**src/hdl/op_sample_pkg.sv**
```systemverilog
package op_sample_pkg;

   localparam int SEL_W   = 20;
   localparam int MAX_HI_W = 16;
   localparam int TALLY_W = 16;
   localparam int SEED_W  = 7;
   localparam int MSR_IDX_W = 8;

   // Register indices on the model-specific register port
   localparam logic [7:0] IDX_OP_CONTROL      = 8'h00;
   localparam logic [7:0] IDX_BRANCH_OUTCOME  = 8'h01;
   localparam logic [7:0] IDX_MEMORY_ACCESS   = 8'h02;
   localparam logic [7:0] IDX_LINEAR_ADDRESS  = 8'h03;
   localparam logic [7:0] IDX_PHYSICAL_ADDR   = 8'h04;

   // op_control fields
   localparam int CTL_MAX_LSB   = 0;
   localparam int CTL_ENABLE    = 17;
   localparam int CTL_VALID     = 18;
   localparam logic [15:0] MAX_HI_RESET = 16'h0000;

   // op_branch_outcome fields
   localparam int BR_COMP_LSB   = 0;
   localparam int BR_TAG_LSB    = 16;
   localparam int BR_FLAG_LSB   = 32;
   localparam int BR_RETIRED    = 0;
   localparam int BR_MISP       = 1;
   localparam int BR_TAKEN      = 2;
   localparam int BR_RETURN     = 3;
   localparam int BR_RET_MISP   = 4;
   localparam int BR_RESYNC     = 5;
   localparam int BR_FLAG_W     = 6;

   // op_memory_access_info fields
   localparam int MEM_LOAD      = 0;
   localparam int MEM_STORE     = 1;
   localparam int MEM_L1TLB_MISS = 2;
   localparam int MEM_L2TLB_MISS = 3;
   localparam int MEM_L1HIT_2M  = 4;
   localparam int MEM_L1HIT_1G  = 5;
   localparam int MEM_L2HIT_2M  = 6;
   localparam int MEM_DC_MISS   = 7;
   localparam int MEM_MISALIGN  = 8;
   localparam int MEM_BNK_LD    = 9;
   localparam int MEM_BNK_ST    = 10;
   localparam int MEM_FWD       = 11;
   localparam int MEM_FWD_CAN   = 12;
   localparam int MEM_UC        = 13;
   localparam int MEM_WC        = 14;
   localparam int MEM_LOCKED    = 15;
   localparam int MEM_MAB_HIT   = 16;
   localparam int MEM_FLAG_W    = 17;
   localparam int MEM_LIN_VALID = 17;
   localparam int MEM_PHYS_VALID = 18;
   localparam int MEM_LAT_LSB   = 32;

   localparam logic [6:0] SEED_RESET = 7'h5A;

   typedef enum logic [1:0] {
      SEL_COUNT,
      SEL_TAG_WAIT,
      SEL_IN_FLIGHT,
      SEL_HOLD
   } sample_state_e;

endpackage

```
**src/hdl/op_sample_event_capture.sv**
```systemverilog
`timescale 1ns/1ps
`default_nettype none
module op_sample_event_capture
   import op_sample_pkg::*;
(
   input  wire logic                  ref_clk,
   input  wire logic                  rst,
   // Register port
   input  wire logic                  msr_rd,
   input  wire logic                  msr_wr,
   input  wire logic [MSR_IDX_W-1:0]  msr_index,
   input  wire logic [63:0]           msr_wdata,
   output logic [63:0]                msr_rdata,
   output logic                       msr_ack,
   // Decode
   output logic                       tag_request,
   input  wire logic                  op_tagged,
   // Retirement
   input  wire logic                  op_complete,
   input  wire logic                  op_retire,
   input  wire logic                  op_flush,
   input  wire logic                  ret_branch,
   input  wire logic                  ret_mispredict,
   input  wire logic                  ret_taken,
   input  wire logic                  ret_return,
   input  wire logic                  ret_return_misp,
   input  wire logic                  ret_resync,
   // Load/store unit
   input  wire logic                  ls_valid,
   input  wire logic [MEM_FLAG_W-1:0] ls_flags,
   input  wire logic                  ls_phys_direct,
   input  wire logic [63:0]           ls_linear_addr,
   input  wire logic [63:0]           ls_physical_addr,
   input  wire logic                  dc_miss_detect,
   input  wire logic                  dc_data_deliver,
   // Pipeline control and interrupt
   output logic                       kill_younger,
   output logic                       fetch_redirect,
   output logic                       full_flush,
   output logic                       sample_irq
);

   ////////////////////////////////////////////////////////////////////////////
   // State
   sample_state_e         state_reg, state_next;
   logic [SEL_W-1:0]      sel_count_reg, sel_count_next;
   logic [MAX_HI_W-1:0]   max_hi_reg, max_hi_next;
   logic                  enable_reg, enable_next;
   logic                  valid_reg, valid_next;
   logic [SEED_W-1:0]     seed_reg, seed_next;
   logic [BR_FLAG_W-1:0]  br_reg, br_next;
   logic [MEM_FLAG_W-1:0] mem_reg, mem_next;
   logic                  lin_valid_reg, lin_valid_next;
   logic                  phys_valid_reg, phys_valid_next;
   logic [63:0]           lin_addr_reg, lin_addr_next;
   logic [63:0]           phys_addr_reg, phys_addr_next;
   logic                  completed_reg, completed_next;
   logic                  miss_open_reg, miss_open_next;
   logic                  tag_req_reg, tag_req_next;
   logic                  kill_reg, kill_next;
   logic                  redirect_reg, redirect_next;
   logic                  flush_reg, flush_next;
   logic                  irq_reg, irq_next;
   logic [63:0]           rdata_reg, rdata_next;
   logic                  ack_reg, ack_next;

   logic [SEL_W-1:0]      sel_max;
   logic                  take_tag;
   logic                  in_flight;
   logic                  retire_now;
   logic [TALLY_W-1:0]    tag_cycles, comp_cycles, miss_cycles;

   assign sel_max    = {max_hi_reg, 4'h0};
   assign take_tag   = state_reg == SEL_TAG_WAIT && op_tagged;
   assign in_flight  = state_reg == SEL_IN_FLIGHT;
   assign retire_now = in_flight && op_retire;

   ////////////////////////////////////////////////////////////////////////////
   // Cycle counts
   cycle_tally u_tag_to_retire (
      .ref_clk (ref_clk),
      .rst     (rst),
      .clear   (take_tag),
      .run     (in_flight && !op_retire),
      .count   (tag_cycles)
   );

   cycle_tally u_complete_to_retire (
      .ref_clk (ref_clk),
      .rst     (rst),
      .clear   (take_tag),
      .run     (in_flight && completed_reg && !op_retire),
      .count   (comp_cycles)
   );

   cycle_tally u_load_miss_latency (
      .ref_clk (ref_clk),
      .rst     (rst),
      .clear   (take_tag),
      .run     (miss_open_reg),
      .count   (miss_cycles)
   );

   ////////////////////////////////////////////////////////////////////////////
   // Next-state logic
   always_comb begin
      state_next      = state_reg;
      sel_count_next  = sel_count_reg;
      max_hi_next     = max_hi_reg;
      enable_next     = enable_reg;
      valid_next      = valid_reg;
      seed_next       = {seed_reg[5:0], seed_reg[6] ^ seed_reg[5]};
      br_next         = br_reg;
      mem_next        = mem_reg;
      lin_valid_next  = lin_valid_reg;
      phys_valid_next = phys_valid_reg;
      lin_addr_next   = lin_addr_reg;
      phys_addr_next  = phys_addr_reg;
      completed_next  = completed_reg;
      miss_open_next  = miss_open_reg;
      tag_req_next    = 1'b0;
      kill_next       = 1'b0;
      redirect_next   = 1'b0;
      flush_next      = 1'b0;
      irq_next        = 1'b0;

      unique case (state_reg)
         SEL_COUNT: begin
            if (enable_reg) begin
               if (sel_count_reg == sel_max) begin
                  state_next   = SEL_TAG_WAIT;
                  tag_req_next = 1'b1;
               end else begin
                  sel_count_next = sel_count_reg + 1'b1;
               end
            end
         end
         SEL_TAG_WAIT: begin
            tag_req_next = 1'b1;
            if (op_tagged) begin
               tag_req_next    = 1'b0;
               state_next      = SEL_IN_FLIGHT;
               br_next         = '0;
               mem_next        = '0;
               lin_valid_next  = 1'b0;
               phys_valid_next = 1'b0;
               lin_addr_next   = '0;
               phys_addr_next  = '0;
               completed_next  = 1'b0;
               miss_open_next  = 1'b0;
            end
         end
         SEL_IN_FLIGHT: begin
            if (op_complete) begin
               completed_next = 1'b1;
            end
            if (ls_valid) begin
               mem_next = mem_reg | ls_flags;
               if (ls_flags[MEM_LOAD] || ls_flags[MEM_STORE]) begin
                  phys_valid_next = 1'b1;
                  phys_addr_next  = ls_physical_addr;
                  if (!ls_phys_direct) begin
                     lin_valid_next = 1'b1;
                     lin_addr_next  = ls_linear_addr;
                  end
               end
            end
            if (dc_data_deliver) begin
               miss_open_next = 1'b0;
            end
            if (dc_miss_detect && (mem_reg[MEM_LOAD] || (ls_valid && ls_flags[MEM_LOAD]))) begin
               miss_open_next = 1'b1;
            end
            if (op_flush) begin
               state_next     = SEL_COUNT;
               sel_count_next = {{(SEL_W-SEED_W){1'b0}}, seed_reg};
               miss_open_next = 1'b0;
            end else if (op_retire) begin
               state_next     = SEL_HOLD;
               valid_next     = 1'b1;
               irq_next       = 1'b1;
               miss_open_next = 1'b0;
               br_next[BR_RETIRED] = ret_branch;
               br_next[BR_MISP]    = ret_branch && ret_mispredict;
               br_next[BR_TAKEN]   = ret_branch && ret_taken;
               br_next[BR_RETURN]  = ret_return;
               br_next[BR_RET_MISP] = ret_return && ret_return_misp;
               br_next[BR_RESYNC]  = ret_resync;
               if (ret_resync) begin
                  flush_next    = 1'b1;
                  redirect_next = 1'b1;
               end else if (ret_branch && ret_mispredict) begin
                  kill_next     = 1'b1;
                  redirect_next = 1'b1;
               end
            end
         end
         SEL_HOLD: begin
            if (!valid_reg) begin
               state_next     = SEL_COUNT;
               sel_count_next = '0;
            end
         end
      endcase

      // Software writes: clearing the valid bit re-arms sampling
      if (msr_wr && msr_index == IDX_OP_CONTROL) begin
         max_hi_next = msr_wdata[CTL_MAX_LSB +: MAX_HI_W];
         enable_next = msr_wdata[CTL_ENABLE];
         if (state_reg == SEL_HOLD && !msr_wdata[CTL_VALID]) begin
            valid_next = 1'b0;
         end
      end
   end

   ////////////////////////////////////////////////////////////////////////////
   // Register reads; record reads as zero until a retired sample is held
   always_comb begin
      rdata_next = '0;
      ack_next   = msr_rd;
      if (msr_rd) begin
         unique case (msr_index)
            IDX_OP_CONTROL: begin
               rdata_next[CTL_MAX_LSB +: MAX_HI_W] = max_hi_reg;
               rdata_next[CTL_ENABLE]              = enable_reg;
               rdata_next[CTL_VALID]               = valid_reg;
            end
            IDX_BRANCH_OUTCOME: begin
               if (valid_reg) begin
                  rdata_next[BR_COMP_LSB +: TALLY_W]  = comp_cycles;
                  rdata_next[BR_TAG_LSB +: TALLY_W]   = tag_cycles;
                  rdata_next[BR_FLAG_LSB +: BR_FLAG_W] = br_reg;
               end
            end
            IDX_MEMORY_ACCESS: begin
               if (valid_reg) begin
                  rdata_next[MEM_FLAG_W-1:0]      = mem_reg;
                  rdata_next[MEM_LIN_VALID]       = lin_valid_reg;
                  rdata_next[MEM_PHYS_VALID]      = phys_valid_reg;
                  rdata_next[MEM_LAT_LSB +: TALLY_W] = miss_cycles;
               end
            end
            IDX_LINEAR_ADDRESS: begin
               if (valid_reg) begin
                  rdata_next = lin_addr_reg;
               end
            end
            IDX_PHYSICAL_ADDR: begin
               if (valid_reg) begin
                  rdata_next = phys_addr_reg;
               end
            end
            default: begin
               rdata_next = '0;
            end
         endcase
      end
   end

   ////////////////////////////////////////////////////////////////////////////
   // Registers
   always_ff @(posedge ref_clk or posedge rst) begin
      if (rst) begin
         state_reg      <= SEL_COUNT;
         sel_count_reg  <= '0;
         max_hi_reg     <= MAX_HI_RESET;
         enable_reg     <= 1'b0;
         valid_reg      <= 1'b0;
         seed_reg       <= SEED_RESET;
         br_reg         <= '0;
         mem_reg        <= '0;
         lin_valid_reg  <= 1'b0;
         phys_valid_reg <= 1'b0;
         lin_addr_reg   <= '0;
         phys_addr_reg  <= '0;
         completed_reg  <= 1'b0;
         miss_open_reg  <= 1'b0;
         tag_req_reg    <= 1'b0;
         kill_reg       <= 1'b0;
         redirect_reg   <= 1'b0;
         flush_reg      <= 1'b0;
         irq_reg        <= 1'b0;
         rdata_reg      <= '0;
         ack_reg        <= 1'b0;
      end else begin
         state_reg      <= state_next;
         sel_count_reg  <= sel_count_next;
         max_hi_reg     <= max_hi_next;
         enable_reg     <= enable_next;
         valid_reg      <= valid_next;
         seed_reg       <= seed_next;
         br_reg         <= br_next;
         mem_reg        <= mem_next;
         lin_valid_reg  <= lin_valid_next;
         phys_valid_reg <= phys_valid_next;
         lin_addr_reg   <= lin_addr_next;
         phys_addr_reg  <= phys_addr_next;
         completed_reg  <= completed_next;
         miss_open_reg  <= miss_open_next;
         tag_req_reg    <= tag_req_next;
         kill_reg       <= kill_next;
         redirect_reg   <= redirect_next;
         flush_reg      <= flush_next;
         irq_reg        <= irq_next;
         rdata_reg      <= rdata_next;
         ack_reg        <= ack_next;
      end
   end

   assign tag_request    = tag_req_reg;
   assign kill_younger   = kill_reg;
   assign fetch_redirect = redirect_reg;
   assign full_flush     = flush_reg;
   assign sample_irq     = irq_reg;
   assign msr_rdata      = rdata_reg;
   assign msr_ack        = ack_reg;
endmodule
`default_nettype wire

```
**src/hdl/cycle_tally.sv**
```systemverilog
`timescale 1ns/1ps
`default_nettype none
module cycle_tally
   import op_sample_pkg::*;
(
   input  wire logic               ref_clk,
   input  wire logic               rst,
   input  wire logic               clear,
   input  wire logic               run,
   output logic [TALLY_W-1:0]      count
);

   logic [TALLY_W-1:0] count_reg;
   logic [TALLY_W-1:0] count_next;

   // Saturates so a long wait never wraps to a small value
   always_comb begin
      count_next = count_reg;
      if (clear) begin
         count_next = '0;
      end else if (run && count_reg != {TALLY_W{1'b1}}) begin
         count_next = count_reg + 1'b1;
      end
   end

   always_ff @(posedge ref_clk or posedge rst) begin
      if (rst) begin
         count_reg <= '0;
      end else begin
         count_reg <= count_next;
      end
   end

   assign count = count_reg;

endmodule
`default_nettype wire

```
**config.mk**
```make
export PLATFORM = sky130hd
export DESIGN_NAME = op_sample_event_capture
export DESIGN_NICKNAME = d
export VERILOG_FILES = /design/src/hdl/op_sample_pkg.sv /design/src/hdl/op_sample_event_capture.sv /design/src/hdl/cycle_tally.sv
export SDC_FILE = /design/constraint.sdc
export NUM_CORES = 1
export LEC_CHECK = 0
export ABC_AREA = 1
export BUFFER_PORTS_ARGS = -buffer_cell sky130_fd_sc_hd__clkbuf_2
export CAP_MARGIN = 10
export CORE_MARGIN = 2
export CORE_UTILIZATION = 60
export DETAILED_ROUTE_END_ITERATION = 10
export GPL_ROUTABILITY_DRIVEN = 0
export GPL_TIMING_DRIVEN = 1
export PLACE_DENSITY = 0.84
export SLEW_MARGIN = 30
export SYNTH_ARGS = -nofsm -noshare
export SYNTH_HDL_FRONTEND = slang
export SYNTH_SLANG_ARGS = --single-unit
```
**constraint.sdc**
```tcl
create_clock -name ref_clk -period 18.2 [get_ports ref_clk]
set_input_delay 1.82 -clock ref_clk [delete_from_list [all_inputs] [get_ports ref_clk]]
set_output_delay 1.82 -clock ref_clk [all_outputs]
set_load 0.02 [all_outputs]
```
; Yosys cells after proc, flatten, opt, wreduce, memory -nomap -nowiden
; Cells that the tools add are included.
[op_classes]
n_bitwise = 2
n_reduce_logical = 33
muxes = 86
n_eq_ne = 25
add_sub_neg = 4
[op_table]
columns = cell, count
row1 = $mux W64, 9
row2 = $pmux W64 S2, 2
row3 = $mux W16, 7
row4 = $mux W20, 4
row5 = $pmux W16 S5, 1
row6 = $pmux W20 S3, 1
row7 = $add A16 B1 Y16 const B, 3
row8 = $ne A16 B16 Y1 const B, 3
row9 = $pmux W13 S3, 1
row10 = $mux W38, 1
row11 = $mux W1, 35
row12 = $mux W17, 2
row13 = $pmux W17 S2, 1
row14 = $pmux W16 S2, 1
row15 = $pmux W10 S3, 1
row16 = $pmux W6 S4, 1
row17 = $ne A2 B2 Y1 const B, 11
row18 = $add A20 B1 Y20 const B, 1
row19 = $eq A20 B20 Y1, 1
row20 = $mux W19, 1
row21 = $mux W6, 3
row22 = $or A17 B17 Y17, 1
row23 = $eq A8 B2 Y1 const B, 2
row24 = $reduce_and A5 Y1, 3
row25 = other kinds (23), 54
[totals]
inputBits = 235
wordCells = 174
register_bits = 320

; Logic depth before layout (Yosys ltp)
[depth]
word_depth = 7
ltp_mapped = 12
mapped_depth_nobuf = 11

; Cells and area by module
; From an unflattened synthesis, not the netlist that was laid out.
[unflattened]
cells_unflattened = 2026
area_unflattened_um2 = 15979.1
[modules_own_cells]
columns = mod, cells_per_inst, area_per_inst_um2, instances
row1 = op_sample_event_capture, 1549, 12728.5, 1
row2 = cycle_tally, 159, 1083.5, 3

; Worst setup path after synthesis
; No wires, ideal clock.
[synth_path]
path_type = in2reg
start = in msr_index[3]
end = reg enable_reg
path_stages = 8
setup_slack_ps = 15268
setup_time_ps = 123
arrival_time_ps = 2808
cell_sequence = or2_4 -> nor3_1 -> nand2_1 -> inv_1 -> nand2_1 -> buf_2 -> nor2_1 -> a21oi_1
[synth_between]
elab_chain_len = 2
[synth_lines]
columns = element, line
row1 = from (decl), op_sample_event_capture.sv:11  ; input wire logic [MSR_IDX_W-1:0] msr_index,
row2 = $logic_not A8 Y1, op_sample_event_capture.sv:207  ; if (msr_wr && msr_index == IDX_OP_CONTROL) begin
row3 = $logic_and A1 B1 Y1, op_sample_event_capture.sv:207
row4 = to (signal assigned), op_sample_event_capture.sv:289  ; enable_reg <= enable_next;
row5 = to (decl), op_sample_event_capture.sv:48  ; logic enable_reg, enable_next;
; Every way passes these cells.
; A chain may end at the register's enable or synchronous reset.

; Worst setup path in the final report
[layout_path]
start = in op_tagged
end = reg phys_valid_reg
[layout_between]
elab_chain_len = 2
[layout_lines]
columns = element, line
row1 = from (decl), op_sample_event_capture.sv:17  ; input wire logic op_tagged,
row2 = $ne A2 B2 Y1 (no line), n/a
row3 = $reduce_and A4 Y1 (no line), n/a
row4 = to (signal assigned), op_sample_event_capture.sv:295  ; phys_valid_reg <= phys_valid_next;
row5 = to (decl), op_sample_event_capture.sv:54  ; logic phys_valid_reg, phys_valid_next;
; Every way passes these cells.

==> key figures <==
Outcome
  – Status: completed

Critical path
  – CP startpoint kind: input pin
  – Worst Path Required: roughly 19 ns
  – Worst Setup Path Type: input pin to register
  – Crit path max-delay family: simple AND/OR/NAND/NOR gates
  – Crit path from: op_tagged
  – CP Max Fanout: 51
  – Crit path largest cell delay: slightly below 0.9 ns
  – Crit path top cell by count: buf_4
  – RR Startpoint: state_reg[0]$_DFFE_PP0P_
  – CP max-delay cell: nor2_4
  – Critical path, cell by cell: clkbuf_2 > nand2_1 > buf_4 > o21ai_1 > nand2_2 > nor2_4 > buf_4 > mux2_2
  – Critical Path AT: between 4 and 5 ns
  – CP bufs+invs: 3
  – Worst setup EP type: register

CTS
  – H-tree depth: 2
  – CTS Buffer Depth: 3
  – CTS Sinks: 320
  – Root Driver: clkbuf_16
  – Clock Latency Late Sink: 0.53 ns
  – Setup Buffers After CTS: 0
  – Post_cts resized: 0
  – Worst-path clk slew: 0.06 ns
  – CTS Hold Bufs: 0
  – TritonCTS Buffers: 35
  – CTS tree: yes

Timing
  – Worst-margin pin slew: 0.922 ns
  – Final Cycle Share: 24.8%
  – Number of hold violations in the final report: 0
  – RSZ-0062 raised after global routing: false
  – Highest clock rate: 0.222 GHz
  – Final setup vio count: 0
  – Final min period: 4.50 ns
  – Slew margin rel.: 38.5%
  – Final setup TNS: 0 ns
  – Max-slew violations: 0
  – Worst Skew: 0.0172 ns

Logic synthesis
  – Most common cell in the netlist: nand2_1
  – Post-synth ARST share: 100%
  – EDFF count, synth: 0
  – Synthesis-stage register bit count: 320
  – Syn Nets: 2,217
  – Top cells by area, synth: dfrtp_1 (51%), nand2_1 (9.2%), nand3_1 (8.2%)
  – Post-Synthesis Cells: 1,973
  – Synth unique cells: 47
  – Commonest cells in the netlist: nand2_1 (383), dfrtp_1 (316), nand3_1 (256), inv_1 (237), o21ai_0 (206)
  – Main synth FF type: dfrtp_1
  – Cell accounting for the most synthesized area: dfrtp_1
  – Top cell type's share of synthesized area: 50.5%
  – Synthesized area per cell: between 7 and 8 sq um
  – Sequential fraction of the synthesis area: 51.2%
  – Synthesized cell area: 15,600 sq um
  – Synth Warn #: 0

Final layout
  – Filler instances: 2,007
  – Final instance area: 18,200 sq um
  – Multi-input logic area: between 6000 and 7000 sq um
  – Nets@finish: approximately 2,400
  – Synthesis-to-finish area growth: 16.6%
  – Layout cell share with drive strength beyond 1: approximately 17%
  – Register Area: 8010 sq um

Global route
  – Global-route wire length before repair: 72,400 um
  – Vias in the first global route: 14,200
  – Largest net degree at the start of global routing: 188
  – Congestion Overflow GR: 0
  – Global Route Usage Sum: between 30% and 40%
  – Initial antenna violation count: 3

Power
  – Clock share of power: between 40% and 50%
  – Max VDD drop: 74.5 uV
  – Combinational power share: 7.2%
  – LEAKAGE: 9.51 nW
  – P_int: 1.20 mW
  – Sw frac: 24.3%
  – Psw: 0.383 mW
  – Cell Pwr Density: between 80 and 90 nW/um^2
  – Seq pwr share: between 40% and 50%

Placement
  – Dpl hpwl: 31,400 um
  – Placement Cell Area: 17,000 sq um
  – PortBufs: 258

Routing
  – Initial drt markers: 1,891
  – Post-DRT Antenna Nets: 0
  – Drt drc: 0
  – DR pass1 iterations: 6
  – Wire length per cell: 18.2 um
  – Routed vias/inst: 5.83
  – Via count: 14,800
  – Drt total wl: 46,200 um

Worst hold path
  – Hold Crit Start: seed_reg[0]$_DFF_PP0_
  – Min-Delay Path Class: register to register

Floorplanning
  – Starting Density: 60.6%
  – I/O pins: 305
  – Chip height: 165 um
  – Die area: around 27,000 sq um
  – Cell Rows: 59
  – Core Region: 25,800 sq um
  – Die X: 165 um

Flow run
  – Max-cap violations: 0
## logic make-up (layout without fill, tap and decap cells)
family / Yosys count / in the layout / share of synthesized area (%)
AND/OR/NAND/NOR: 934 / 934 / 26.3
multiplexers: 1 / 1 / 0.0720
XOR/XNOR: 30 / 30 / 1.68
flip-flops: 320 / 320 / 51.2
adder cells (fa/ha/maj): 9 / 9 / 0.720
buffers and inverters: 346 / 579 / 8.85
other: 0 / 3 / 0
AO/OA/AOI/OAI: 333 / 333 / 11.2
## cell usage in the layout, fill, tap and decap left out, drive strengths merged, types with 2 or more instances in the layout
master	instances
nand3b	2
o21ai	239
o21a	2
nand3	257
or2	2
nand4	35
nor2	197
dfrtp	316
diode	3
xnor2	7
a21oi	46
nand2	392
ha	9
inv	246
nor3	44
clkinv	7
o211ai	2
bufinv	2
o22ai	31
buf	15
clkbuf	309
nor4	2
xor2	23
a211oi	2
o31ai	8
dfstp	4
## worst paths after layout
path,to,slack [ns],cells after the start
worst max-delay path,phys_valid_reg$_DFFE_PP0P_,13.70,8
max in group asynchronous,u_tag_to_retire.count[5]$_DFFE_PP0P_,15.41,4
worst max register to register,phys_valid_reg$_DFFE_PP0P_,14.10,8
worst min register to register,seed_reg[1]$_DFF_PP1_,0.38,0
worst min-delay path,seed_reg[1]$_DFF_PP1_,0.38,0
min in group asynchronous,msr_rdata[49]$_DFF_PP0_,1.35,2
## power groups by stage
stage / logic, mW / registers, mW / clock network, mW
detailed placement: 0.112 / 0.754 / 0
floorplan: 0.0681 / 0.751 / 0
global placement: 0.108 / 0.754 / 0
global route: 0.130 / 0.744 / 0.758
finish: 0.114 / 0.743 / 0.721
CTS: 0.113 / 0.742 / 0.726
## per-stage QoR
step           power [mW]  hold slack [ns]  setup slack, ns  util [%]  instances
5_1_grt              1.63            0.393            13.51      70.6       2544
6_report             1.58            0.383            13.70      70.6       2544
3_3_place_gp        0.862            0.362            13.30      65.9       2478
4_1_cts              1.58            0.379            13.75      70.4       2540
3_5_place_dp        0.866            0.369            13.23      65.9       2478
2_1_floorplan       0.819            0.354             7.53         -       1973
## layout make-up
class                   instances  area share (%)
diodes                          3          0.0411
clock buffers                  51            5.69
clock inverters                11           0.720
inverters                     244            5.09
multi-input cells            1307            34.4
flip-flops and latches        320            43.9
well taps                     335            2.30
repair buffers                273            7.87
## worst reg2reg max path: cells and delay by family (launching register included)
kind / cells / cell delay [ns]
compound gates: 1 / 0.26
fa+ha+maj: 1 / 0.58
buf+inv: 3 / 0.93
flops: 1 / 0.42
mux: 1 / 0.39
simple gates: 2 / 1.43
## per-layer routing
| layer | up-vias | GRT usage, % | part of all wire, % |
|---|---|---|---|
| li1 | 6840 | - | - |
| met3 | 160 | 5.74 | 8.6 |
| met2 | 813 | 55.4 | 48 |
| met5 | - | 0 | 0 |
| met1 | 7030 | 44.2 | 38 |
| met4 | 0 | 15.9 | 5.0 |
(Power assumes the default switching activity.)
